==> src/logic/sce_pkg.sv <==
`default_nettype none
package sce_pkg;
   // register addresses on the three select lines
   localparam logic [2:0] REG_DATA = 3'h0;
   localparam logic [2:0] REG_IEN = 3'h1;
   localparam logic [2:0] REG_IID = 3'h2;
   localparam logic [2:0] REG_LCTL = 3'h3;
   localparam logic [2:0] REG_MCTL = 3'h4;
   localparam logic [2:0] REG_LSTAT = 3'h5;
   localparam logic [2:0] REG_MSTAT = 3'h6;
   localparam logic [2:0] REG_SCRATCH = 3'h7;
   // line control fields
   localparam int LC_LEN = 0;
   localparam int LC_STOP = 2;
   localparam int LC_PEN = 3;
   localparam int LC_EPS = 4;
   localparam int LC_BRK = 6;
   localparam int LC_DLAB = 7;
   // modem control fields
   localparam int MC_DTR = 0;
   localparam int MC_RTS = 1;
   localparam int MC_USER_OUTPUT_A = 2;
   localparam int MC_USER_OUTPUT_B = 3;
   localparam int MC_LOOP = 4;
   // interrupt enable fields
   localparam int IE_RX = 0;
   localparam int IE_THRE = 1;
   localparam int IE_LINE = 2;
   localparam int IE_MODEM = 3;
   // interrupt identification codes
   localparam logic [7:0] IID_NONE = 8'h01;
   localparam logic [7:0] IID_LINE = 8'h06;
   localparam logic [7:0] IID_RX = 8'h04;
   localparam logic [7:0] IID_THRE = 8'h02;
   localparam logic [7:0] IID_MODEM = 8'h00;
   // reset values
   localparam logic [7:0] LCTL_RST = 8'h00;
   localparam logic [4:0] MCTL_RST = 5'h00;
   localparam logic [3:0] IEN_RST = 4'h0;
   localparam logic [15:0] DIV_RST = 16'h0000;
   localparam logic [25:0] PIN_RST = 26'h025402f;
   // 16x ticks per bit, half bit, stop lengths
   localparam logic [5:0] BIT_TICKS = 6'h10;
   localparam logic [5:0] HALF_TICKS = 6'h08;
   localparam logic [5:0] STOP15_TICKS = 6'h18;
   localparam logic [5:0] STOP2_TICKS = 6'h20;
   typedef enum logic [2:0] {
      ST_IDLE = 3'b000,
      ST_START = 3'b001,
      ST_DATA = 3'b010,
      ST_PAR = 3'b011,
      ST_STOP = 3'b100
   } sce_state_t;
endpackage
`default_nettype wire

==> src/logic/sce_tx.sv <==
`default_nettype none
module sce_tx import sce_pkg::*; (
   input wire logic clk,
   input wire logic reset_n,
   input wire logic tick,
   input wire logic load,
   input wire logic [7:0] load_data,
   input wire logic [1:0] len,
   input wire logic par_en,
   input wire logic par_even,
   input wire logic stop_long,
   input wire logic brk,
   output logic line,
   output logic busy
);
   sce_state_t st;
   logic [7:0] shreg;
   logic [5:0] cnt;
   logic [2:0] nb;
   logic par;
   logic [5:0] lim;
   logic bit_now;

   always_comb begin
      lim = BIT_TICKS;
      if (st == ST_STOP) begin
         lim = stop_long ? ((len == 2'h0) ? STOP15_TICKS : STOP2_TICKS) : BIT_TICKS;
      end
      case (st)
         ST_START: bit_now = 1'b0;
         ST_DATA: bit_now = shreg[0];
         ST_PAR: bit_now = par;
         default: bit_now = 1'b1;
      endcase
   end

   always_ff @(posedge clk) begin
      if (!reset_n) begin
         st <= ST_IDLE;
         shreg <= 8'h00;
         cnt <= 6'h00;
         nb <= 3'h0;
         par <= 1'b0;
      end else if (st == ST_IDLE) begin
         if (load) begin
            st <= ST_START;
            shreg <= load_data;
            cnt <= 6'h00;
            nb <= 3'h0;
            par <= ~par_even;
         end
      end else if (tick) begin
         cnt <= 6'(cnt + 6'h01);
         if (6'(cnt + 6'h01) == lim) begin
            cnt <= 6'h00;
            case (st)
               ST_START: st <= ST_DATA;
               ST_DATA: begin
                  shreg <= {1'b0, shreg[7:1]};
                  par <= par ^ shreg[0];
                  nb <= 3'(nb + 3'h1);
                  if (nb == 3'({1'b0, len} + 3'h4)) begin
                     st <= par_en ? ST_PAR : ST_STOP;
                  end
               end
               ST_PAR: st <= ST_STOP;
               default: st <= ST_IDLE;
            endcase
         end
      end
   end

   always_ff @(posedge clk) begin
      if (!reset_n) begin
         line <= 1'b1;
      end else begin
         line <= brk ? 1'b0 : bit_now;
      end
   end

   assign busy = (st != ST_IDLE);

   chk_tx_start_low: assert property (@(posedge clk) disable iff (!reset_n)
      (st == ST_IDLE && load && !brk) |=> ##1 !line)
      else $error("start bit not driven low");
endmodule
`default_nettype wire

==> src/logic/sce_rx.sv <==
`default_nettype none
module sce_rx import sce_pkg::*; (
   input wire logic clk,
   input wire logic reset_n,
   input wire logic tick,
   input wire logic line,
   input wire logic [1:0] len,
   input wire logic par_en,
   input wire logic par_even,
   output logic done,
   output logic [7:0] data,
   output logic par_err,
   output logic frm_err,
   output logic brk
);
   sce_state_t st;
   logic [7:0] shreg;
   logic [5:0] cnt;
   logic [2:0] nb;
   logic par;
   logic allz;
   logic prev;
   logic mid;

   assign mid = tick && (6'(cnt + 6'h01) == ((st == ST_START) ? HALF_TICKS : BIT_TICKS));

   always_ff @(posedge clk) begin
      if (!reset_n) begin
         prev <= 1'b1;
      end else if (tick) begin
         prev <= line;
      end
   end

   always_ff @(posedge clk) begin
      if (!reset_n) begin
         st <= ST_IDLE;
         shreg <= 8'h00;
         cnt <= 6'h00;
         nb <= 3'h0;
         par <= 1'b0;
         allz <= 1'b0;
         done <= 1'b0;
         data <= 8'h00;
         par_err <= 1'b0;
         frm_err <= 1'b0;
         brk <= 1'b0;
      end else begin
         done <= 1'b0;
         if (tick) begin
            cnt <= 6'(cnt + 6'h01);
         end
         case (st)
            ST_IDLE: begin
               cnt <= 6'h00;
               if (tick && prev && !line) begin
                  st <= ST_START;
               end
            end
            ST_START: if (mid) begin
               cnt <= 6'h00;
               nb <= 3'h0;
               par <= ~par_even;
               allz <= 1'b1;
               par_err <= 1'b0;
               st <= line ? ST_IDLE : ST_DATA;
            end
            ST_DATA: if (mid) begin
               cnt <= 6'h00;
               shreg <= {line, shreg[7:1]};
               par <= par ^ line;
               allz <= allz & ~line;
               nb <= 3'(nb + 3'h1);
               if (nb == 3'({1'b0, len} + 3'h4)) begin
                  st <= par_en ? ST_PAR : ST_STOP;
               end
            end
            ST_PAR: if (mid) begin
               cnt <= 6'h00;
               par_err <= (line != par);
               allz <= allz & ~line;
               st <= ST_STOP;
            end
            default: if (mid) begin
               st <= ST_IDLE;
               done <= 1'b1;
               data <= shreg >> (2'h3 - len);
               frm_err <= ~line;
               brk <= allz & ~line;
            end
         endcase
      end
   end

   chk_rx_false_start: assert property (@(posedge clk) disable iff (!reset_n)
      (st == ST_START && mid && line) |=> st == ST_IDLE ##1 !done)
      else $error("false start bit not rejected");
endmodule
`default_nettype wire

==> src/logic/sce_serial_comm_element.sv <==
`default_nettype none
module sce_serial_comm_element import sce_pkg::*; (
   input wire logic clk,
   input wire logic reset_n,
   input wire logic master_reset_in,
   input wire logic reg_select_bit0,
   input wire logic reg_select_bit1,
   input wire logic reg_select_bit2,
   input wire logic address_latch_strobe_n,
   input wire logic select_high_a,
   input wire logic select_high_b,
   input wire logic select_low_n,
   input wire logic read_strobe,
   input wire logic read_strobe_n,
   input wire logic write_strobe,
   input wire logic write_strobe_n,
   input wire logic [7:0] data_in,
   output logic [7:0] data_out,
   output logic data_oe,
   output logic selected_indicator,
   output logic transceiver_disable,
   output logic irq_out,
   output logic serial_tx_out,
   input wire logic serial_rx_in,
   input wire logic rx_baud16_clock_in,
   output logic tx_baud16_clock_out,
   input wire logic clear_to_send_n,
   input wire logic set_ready_n,
   input wire logic carrier_detect_n,
   input wire logic ring_indicator_n,
   output logic terminal_ready_n,
   output logic request_to_send_n,
   output logic user_output_a_n,
   output logic user_output_b_n
);
   localparam int NPIN = 26;
   logic [NPIN-1:0] raw, s1, s2, s3, pin;

   // every pin is asynchronous; three stages, change taken once 2nd and 3rd agree
   assign raw = {master_reset_in, reg_select_bit2, reg_select_bit1, reg_select_bit0,
      address_latch_strobe_n, select_high_a, select_high_b, select_low_n,
      read_strobe, read_strobe_n, write_strobe, write_strobe_n, data_in,
      serial_rx_in, rx_baud16_clock_in, clear_to_send_n, set_ready_n,
      carrier_detect_n, ring_indicator_n};
   for (genvar i = 0; i < NPIN; i++) begin : g_sync
      always_ff @(posedge clk) begin
         if (!reset_n) begin
            s1[i] <= PIN_RST[i];
            s2[i] <= PIN_RST[i];
            s3[i] <= PIN_RST[i];
            pin[i] <= PIN_RST[i];
         end else begin
            s1[i] <= raw[i];
            s2[i] <= s1[i];
            s3[i] <= s2[i];
            pin[i] <= (s2[i] == s3[i]) ? s3[i] : pin[i];
         end
      end
   end

   logic rst_n;
   assign rst_n = reset_n & ~pin[25];

   // address and chip selects, transparent while strobe low
   logic [5:0] sel_live, sel_hold, sel_eff;
   logic selected, rd, wr, rd_d, wr_d, rd_end, wr_go;
   logic [2:0] addr, rd_addr;
   logic [7:0] wdata;
   assign sel_live = pin[24:18] == 7'h00 ? 6'h00 : {pin[24:22], pin[20:18]};
   always_ff @(posedge clk) begin
      if (!rst_n) begin
         sel_hold <= 6'h01;
      end else if (!pin[21]) begin
         sel_hold <= sel_live;
      end
   end
   assign sel_eff = pin[21] ? sel_hold : sel_live;
   assign addr = sel_eff[5:3];
   assign selected = sel_eff[2] & sel_eff[1] & ~sel_eff[0];
   assign rd = selected & (pin[17] | ~pin[16]);
   assign wr = selected & (pin[15] | ~pin[14]);
   assign wdata = pin[13:6];
   assign wr_go = wr & ~wr_d;
   assign rd_end = rd_d & ~rd;

   // control registers
   logic [7:0] lctl, scratch, thr, rbr, iid, iid_seen, rmux;
   logic [4:0] mctl;
   logic [3:0] ien;
   logic [15:0] div;
   logic dlab, loop;
   assign dlab = lctl[LC_DLAB];
   assign loop = mctl[MC_LOOP];
   always_ff @(posedge clk) begin
      if (!rst_n) begin
         lctl <= LCTL_RST;
         mctl <= MCTL_RST;
         ien <= IEN_RST;
         div <= DIV_RST;
         scratch <= 8'h00;
      end else if (wr_go) begin
         case (addr)
            REG_DATA: if (dlab) div[7:0] <= wdata;
            REG_IEN: if (dlab) div[15:8] <= wdata; else ien <= wdata[3:0];
            REG_LCTL: lctl <= wdata;
            REG_MCTL: mctl <= wdata[4:0];
            REG_SCRATCH: scratch <= wdata;
            default: ;
         endcase
      end
   end

   // baud generator: one tick every div reference cycles, stopped while div is zero
   logic [15:0] bcnt;
   logic tick;
   always_ff @(posedge clk) begin
      if (!rst_n) begin
         bcnt <= 16'h0000;
         tick <= 1'b0;
      end else if (div == 16'h0000) begin
         bcnt <= 16'h0000;
         tick <= 1'b0;
      end else if (bcnt <= 16'h0001) begin
         bcnt <= div;
         tick <= 1'b1;
      end else begin
         bcnt <= 16'(bcnt - 16'h0001);
         tick <= 1'b0;
      end
   end

   // receiver runs on rising edges of its clock pin; it must be slow next to clk
   logic rclk_d, rx_tick;
   always_ff @(posedge clk) begin
      if (!rst_n) rclk_d <= 1'b0;
      else rclk_d <= pin[4];
   end
   assign rx_tick = pin[4] & ~rclk_d;

   // transmit path
   logic thr_full, tx_busy, tx_line, load, thre_pend;
   assign load = thr_full & ~tx_busy;
   always_ff @(posedge clk) begin
      if (!rst_n) begin
         thr_full <= 1'b0;
         thr <= 8'h00;
      end else if (wr_go && addr == REG_DATA && !dlab) begin
         thr_full <= 1'b1;
         thr <= wdata;
      end else if (load) begin
         thr_full <= 1'b0;
      end
   end
   sce_tx u_tx (
      .clk(clk), .reset_n(rst_n), .tick(tick), .load(load), .load_data(thr),
      .len(lctl[LC_LEN+1:LC_LEN]), .par_en(lctl[LC_PEN]), .par_even(lctl[LC_EPS]),
      .stop_long(lctl[LC_STOP]), .brk(lctl[LC_BRK]), .line(tx_line), .busy(tx_busy)
   );

   // receive path; loopback takes the transmitter's line internally
   logic rx_done, rx_pe, rx_fe, rx_bi;
   logic [7:0] rx_data;
   sce_rx u_rx (
      .clk(clk), .reset_n(rst_n), .tick(rx_tick), .line(loop ? tx_line : pin[5]),
      .len(lctl[LC_LEN+1:LC_LEN]), .par_en(lctl[LC_PEN]), .par_even(lctl[LC_EPS]),
      .done(rx_done), .data(rx_data), .par_err(rx_pe), .frm_err(rx_fe), .brk(rx_bi)
   );

   // line status; hardware set wins over the read clear
   logic dr, oe, pe, fe, bi, sim;
   logic [7:0] lstat;
   assign sim = wr_go && addr == REG_LSTAT && loop;
   always_ff @(posedge clk) begin
      if (!rst_n) begin
         dr <= 1'b0;
         rbr <= 8'h00;
      end else if (rx_done) begin
         dr <= 1'b1;
         rbr <= rx_data;
      end else if (rd_end && rd_addr == REG_DATA) begin
         dr <= 1'b0;
      end
   end
   always_ff @(posedge clk) begin
      if (!rst_n) begin
         {bi, fe, pe, oe} <= 4'h0;
      end else begin
         if (rd_end && rd_addr == REG_LSTAT) {bi, fe, pe, oe} <= 4'h0;
         if (rx_done) begin
            oe <= oe | dr;
            pe <= pe | rx_pe;
            fe <= fe | rx_fe;
            bi <= bi | rx_bi;
         end
         if (sim) {bi, fe, pe, oe} <= {bi, fe, pe, oe} | wdata[4:1];
      end
   end
   assign lstat = {1'b0, ~thr_full & ~tx_busy, ~thr_full, bi, fe, pe, oe, dr};

   // modem status; loopback wires control bits back to the status inputs
   logic [3:0] mcur, mprev, mdelta;
   assign mcur = loop ? {mctl[MC_USER_OUTPUT_B], mctl[MC_USER_OUTPUT_A], mctl[MC_DTR], mctl[MC_RTS]}
      : ~pin[3:0] == 4'h0 ? 4'h0 : {~pin[1], ~pin[0], ~pin[2], ~pin[3]};
   always_ff @(posedge clk) begin
      if (!rst_n) begin
         mprev <= 4'h0;
         mdelta <= 4'h0;
      end else begin
         mprev <= mcur;
         if (rd_end && rd_addr == REG_MSTAT) mdelta <= 4'h0;
         if (mcur[0] != mprev[0]) mdelta[0] <= 1'b1;
         if (mcur[1] != mprev[1]) mdelta[1] <= 1'b1;
         if (mprev[2] & ~mcur[2]) mdelta[2] <= 1'b1;
         if (mcur[3] != mprev[3]) mdelta[3] <= 1'b1;
      end
   end

   // interrupt priority: line error, data, holding empty, modem
   logic line_int, rx_int, thre_int, mod_int;
   assign line_int = ien[IE_LINE] & (oe | pe | fe | bi);
   assign rx_int = ien[IE_RX] & dr;
   assign thre_int = ien[IE_THRE] & thre_pend;
   assign mod_int = ien[IE_MODEM] & (mdelta != 4'h0);
   always_comb begin
      if (line_int) iid = IID_LINE;
      else if (rx_int) iid = IID_RX;
      else if (thre_int) iid = IID_THRE;
      else if (mod_int) iid = IID_MODEM;
      else iid = IID_NONE;
   end
   always_ff @(posedge clk) begin
      if (!rst_n) begin
         thre_pend <= 1'b0;
      end else if (load || (wr_go && addr == REG_IEN && !dlab && wdata[IE_THRE] && !thr_full)) begin
         thre_pend <= 1'b1;
      end else if ((wr_go && addr == REG_DATA && !dlab) ||
                   (rd_end && rd_addr == REG_IID && iid_seen == IID_THRE)) begin
         thre_pend <= 1'b0;
      end
   end

   // read path
   always_comb begin
      case (addr)
         REG_DATA: rmux = dlab ? div[7:0] : rbr;
         REG_IEN: rmux = dlab ? div[15:8] : {4'h0, ien};
         REG_IID: rmux = iid;
         REG_LCTL: rmux = lctl;
         REG_MCTL: rmux = {3'h0, mctl};
         REG_LSTAT: rmux = lstat;
         REG_MSTAT: rmux = {mcur, mdelta};
         default: rmux = scratch;
      endcase
   end
   always_ff @(posedge clk) begin
      if (!rst_n) begin
         rd_d <= 1'b0;
         wr_d <= 1'b0;
         rd_addr <= REG_DATA;
         iid_seen <= IID_NONE;
      end else begin
         rd_d <= rd;
         wr_d <= wr;
         if (rd) begin
            rd_addr <= addr;
            iid_seen <= iid;
         end
      end
   end

   // all pin outputs registered
   always_ff @(posedge clk) begin
      if (!rst_n) begin
         data_out <= 8'h00;
         data_oe <= 1'b0;
         transceiver_disable <= 1'b1;
         selected_indicator <= 1'b0;
         irq_out <= 1'b0;
         serial_tx_out <= 1'b1;
         tx_baud16_clock_out <= 1'b0;
         terminal_ready_n <= 1'b1;
         request_to_send_n <= 1'b1;
         user_output_a_n <= 1'b1;
         user_output_b_n <= 1'b1;
      end else begin
         data_out <= rd ? rmux : 8'h00;
         data_oe <= rd;
         transceiver_disable <= ~rd;
         selected_indicator <= selected;
         irq_out <= line_int | rx_int | thre_int | mod_int;
         serial_tx_out <= loop ? 1'b1 : tx_line;
         // square wave so a pin-to-pin tie survives the receiver's input synchroniser;
         // divisors of three or less are too fast to loop back through that pin
         tx_baud16_clock_out <= (bcnt > (div >> 1));
         terminal_ready_n <= ~(mctl[MC_DTR] & ~loop);
         request_to_send_n <= ~(mctl[MC_RTS] & ~loop);
         user_output_a_n <= ~(mctl[MC_USER_OUTPUT_A] & ~loop);
         user_output_b_n <= ~(mctl[MC_USER_OUTPUT_B] & ~loop);
      end
   end

   chk_select_indicator: assert property (@(posedge clk) disable iff (!rst_n)
      selected |=> selected_indicator)
      else $error("selected indicator not high while selected");
   chk_disable_idle: assert property (@(posedge clk) disable iff (!rst_n)
      !rd [*2] |-> transceiver_disable && !data_oe)
      else $error("transceiver disable low without a read");
   chk_loop_modem_out: assert property (@(posedge clk) disable iff (!rst_n)
      loop |=> terminal_ready_n && request_to_send_n && user_output_a_n && user_output_b_n)
      else $error("modem outputs active in loopback");
   chk_reset_outputs: assert property (@(posedge clk) disable iff (!reset_n)
      pin[25] |=> serial_tx_out && !irq_out && terminal_ready_n)
      else $error("outputs not at reset levels under master reset");
   chk_delta_flag: assert property (@(posedge clk) disable iff (!rst_n)
      (mcur[0] != mprev[0]) |=> mdelta[0])
      else $error("clear-to-send change not flagged");
   chk_modem_irq: assert property (@(posedge clk) disable iff (!rst_n)
      (ien[IE_MODEM] && $rose(mdelta[3])) |=> irq_out)
      else $error("modem change did not raise interrupt");
endmodule
`default_nettype wire

==> config.mk <==
export PLATFORM = sky130hd
export DESIGN_NAME = sce_serial_comm_element
export DESIGN_NICKNAME = d
export VERILOG_FILES = /design/src/logic/sce_pkg.sv /design/src/logic/sce_tx.sv /design/src/logic/sce_rx.sv /design/src/logic/sce_serial_comm_element.sv
export SDC_FILE = /design/constraint.sdc
export NUM_CORES = 1
export LEC_CHECK = 0
export BUFFER_PORTS_ARGS = -buffer_cell sky130_fd_sc_hd__buf_2
export CAP_MARGIN = 10
export CORE_MARGIN = 2
export CORE_UTILIZATION = 42
export DETAILED_ROUTE_END_ITERATION = 6
export HOLD_SLACK_MARGIN = 0.03
export PLACE_DENSITY = 0.66
export SLEW_MARGIN = 5
export SYNTH_ARGS = -nofsm -noshare
export SYNTH_HDL_FRONTEND = slang
export SYNTH_SLANG_ARGS = --single-unit
==> constraint.sdc <==
create_clock -name clk -period 2.8 [get_ports clk]
set_input_delay 0.56 -clock clk [delete_from_list [all_inputs] [get_ports clk]]
set_output_delay 0.56 -clock clk [all_outputs]
set_load 0.005 [all_outputs]
==> impl_metrics.sql <==
INSERT INTO impl_metrics (metric_group, metric, value, unit) VALUES
('cells_and_area', 'finish.cell_count_without_fillers', '1699', ''),
('timing', 'report.final.setup_viol', '0', ''),
('clocking', 'clk_pin_slew', '0.06', 'ns'),
('clocking', 'postCtsHoldBufs', '0', ''),
('pwr', 'peak_supply_drop', '0.472', 'mV'),
('cells_and_area', 'num_antenna_cells', '0', ''),
('critical_path', 'critPathKind', 'reg2reg', ''),
('die', 'floorplan.rows', '61', ''),
('cells_and_area', 'final_util', '48.4', '%'),
('global_route', 'grt_start_max_net_pins', '115', ''),
('drt', 'wirelength', '26.2', 'mm'),
('timing', 'final_period_minus_worst_setup_slack', '2.56', 'ns'),
('pwr', 'p_seq_share', '49.0', '%'),
('pwr', 'power.total', '8.32', 'mW'),
('cells_and_area', 'design.final.nets', '1351', ''),
('critical_path', 'critPathCaptureType', 'flop', ''),
('timing', 'hold-worst-slack', '0.193', 'ns'),
('die', 'initial_core_util', '42.3', '%'),
('pwr', 'power.clock.fraction', '49.4', '%'),
('timing', 'slew_viol_final', '0', ''),
('drt', 'vias', '8897', ''),
('cells_and_area', 'layout-area-overhead-vs-synth', '14.4', '%'),
('pwr', 'share_comb_of_total_power', '1.6', '%'),
('clocking', 'clock_tree.htree_level_count', '1', ''),
('clocking', 'clkSinkCount', '282', ''),
('clocking', 'cts_inserted_buffers', '29', ''),
('timing', 'worst_pin_slew', '0.782', 'ns'),
('timing', 'setup_tns', '0', 'ns'),
('drt', 'detailedRoute.firstIterationViolations', '671', ''),
('drt', 'drc', '0', ''),
('global_route', 'grt_pass1_wl', '43.0', 'mm'),
('pwr', 'cellPowerDensity', '622', 'nW/um2'),
('job', 'drv_cap', '0', ''),
('synthesis', 'synth.yosys.seq_area_share', '48.3', '%'),
('timing', 'slew-limit-headroom', '47.3', '%'),
('synthesis', 'yosys_most_used_dff', 'sky130_fd_sc_hd__dfxtp_1', ''),
('timing', 'worst_slack', '0.235', 'ns'),
('pwr', 'total_switching_power', '1.68', 'mW'),
('synthesis', 'post_synth_instance_area', '11700', 'um2'),
('die', 'die_h', '171', 'um'),
('timing', 'finalHoldViolCount', '0', ''),
('die', 'top_level_ports', '46', ''),
('clocking', 'ctsLongestPathBuffers', '3', ''),
('drt', 'count_of_tritonroute_iterations_in_the_first_routing_pass', '5', ''),
('cells_and_area', 'multi_input_comb_area', '5660', 'um2'),
('synthesis', 'netlist_instances', '1267', ''),
('drt', 'vias_per_cell', '5.24', ''),
('timing', 'min_period_over_period', '91.6', '%'),
('clocking', 'worstSkewPairLatency', '0.55', 'ns'),
('pwr', 'netSwitchingFraction', '20.2', '%'),
('synthesis', 'postSynthAreaPerCell', '9.23', 'um2'),
('min_path', 'path_type_of_the_worst_min_delay_path', 'in2reg', ''),
('timing', 'rsz0062_at_grt', 'no', ''),
('place', 'postPlaceCellArea', '12300', 'um2'),
('global_route', 'grt_antenna_before_repair', '0', ''),
('synthesis', 'synth_edf_count', '0', ''),
('drt', 'drt.antenna.violating_nets', '0', ''),
('global_route', 'globalRouteTotalUtil', '18.0', '%'),
('outcome', 'run_status', 'finished clean', ''),
('pwr', 'leakagePower', '5.23', 'nW'),
('cells_and_area', 'fillCellCount', '2585', ''),
('critical_path', 'crit_fanout', '7', ''),
('synthesis', 'synth_seq_cells', '282', ''),
('synthesis', 'postSynthNetCount', '1318', ''),
('clocking', 'cts_tree', 'yes', ''),
('place', 'detailed_place_hpwl', '17.7', 'mm'),
('cells_and_area', 'finish.instance_area', '13400', 'um2'),
('critical_path', 'timing.critical_path.arrival', '3.03', 'ns'),
('synthesis', 'async_sr_flop_fraction', '0', '%'),
('critical_path', 'critPathRequiredTime', '3.27', 'ns'),
('clocking', 'cts_repair_resize_count', '0', '');
==> critical path, stage by stage, from the launching register on <==
cell	delay, ns
sky130_fd_sc_hd__dfxtp_1	0.44
sky130_fd_sc_hd__ha_1	0.35
sky130_fd_sc_hd__nand3_1	0.20
sky130_fd_sc_hd__xnor2_1	0.18
sky130_fd_sc_hd__or4b_4	0.50
sky130_fd_sc_hd__a2bb2oi_2	0.17
sky130_fd_sc_hd__or4_1	0.52
sky130_fd_sc_hd__a21oi_1	0.13
==> metal layers <==
layer  wire length [um]  global-route usage (%)  up-vias
li1                   -                       -     4503
met3               1160                    2.50       34
met2              12100                    30.2      183
met5                  0                       0        -
met4                569                    4.97        0
met1              12400                    24.4     4177
==> worst paths after layout <==
check | end | cells after the start | slack [ns] | from
worst max-delay path | u_tx.st[2] | 7 | 0.24 | u_tx.cnt[0]
worst min-delay path | s1[0] | 2 | 0.19 | ring_indicator_n
worst max register to register | u_tx.st[2] | 7 | 0.24 | u_tx.cnt[0]
worst min register to register | s2[1] | 1 | 0.40 | s1[1]
==> cell type report <==
cell class | instances | share of cell area, %
clock buffer | 38 | 6.13
clock inverter | 14 | 1.58
multi-input combinational | 883 | 42.4
timing repair buffer | 72 | 3.29
inverter | 32 | 0.898
sequential | 282 | 42.2
tap | 378 | 3.54
==> logic make-up (layout without fill, tap and decap cells) <==
family	Yosys count	in the layout	share of synthesized area (%)
simple gates	458	458	19.0
compound gates	266	266	14.8
xor+xnor	33	33	2.54
fa+ha+maj	23	23	2.46
mux	103	103	9.35
flops	282	282	48.3
buf+inv	102	156	3.53
==> synth_stat cells (17+ instances only) <==
cell type	number	share of area (%)
sky130_fd_sc_hd__a211oi_1	17	1.1
sky130_fd_sc_hd__a21boi_0	17	1.1
sky130_fd_sc_hd__a21oi_1	67	2.9
sky130_fd_sc_hd__and2_1	55	2.9
sky130_fd_sc_hd__clkbuf_1	54	1.7
sky130_fd_sc_hd__dfxtp_1	282	48
sky130_fd_sc_hd__ha_1	23	2.5
sky130_fd_sc_hd__inv_1	32	1.0
sky130_fd_sc_hd__mux2i_1	91	7.8
sky130_fd_sc_hd__nand2_1	109	3.5
sky130_fd_sc_hd__nand2b_1	33	1.8
sky130_fd_sc_hd__nand3_1	41	1.8
sky130_fd_sc_hd__nor2_1	144	4.6
sky130_fd_sc_hd__o21ai_0	67	2.9
sky130_fd_sc_hd__xnor2_1	22	1.6
==> flip-flops by register name (all words and copies together), names as in the netlist, 5 cells and up <==
register	cells
pin	26
lctl	8
s2	26
mctl	5
rbr	8
s1	26
u_tx.shreg	8
u_rx.data	8
thr	8
data_out	8
s3	26
scratch	8
sel_hold	6
div	16
u_tx.cnt	6
bcnt	16
u_rx.shreg	8
u_rx.cnt	6
==> power by group through the flow <==
stage / combinational [mW] / clock, mW / sequential [mW]
floorplan: 0.0881 / 0 / 4.16
global placement: 0.129 / 0 / 4.16
detailed placement: 0.131 / 0 / 4.17
CTS: 0.132 / 4.19 / 4.08
global route: 0.146 / 4.38 / 4.08
finish: 0.131 / 4.11 / 4.08
No activity file was read; power rests on OpenSTA's default activity.
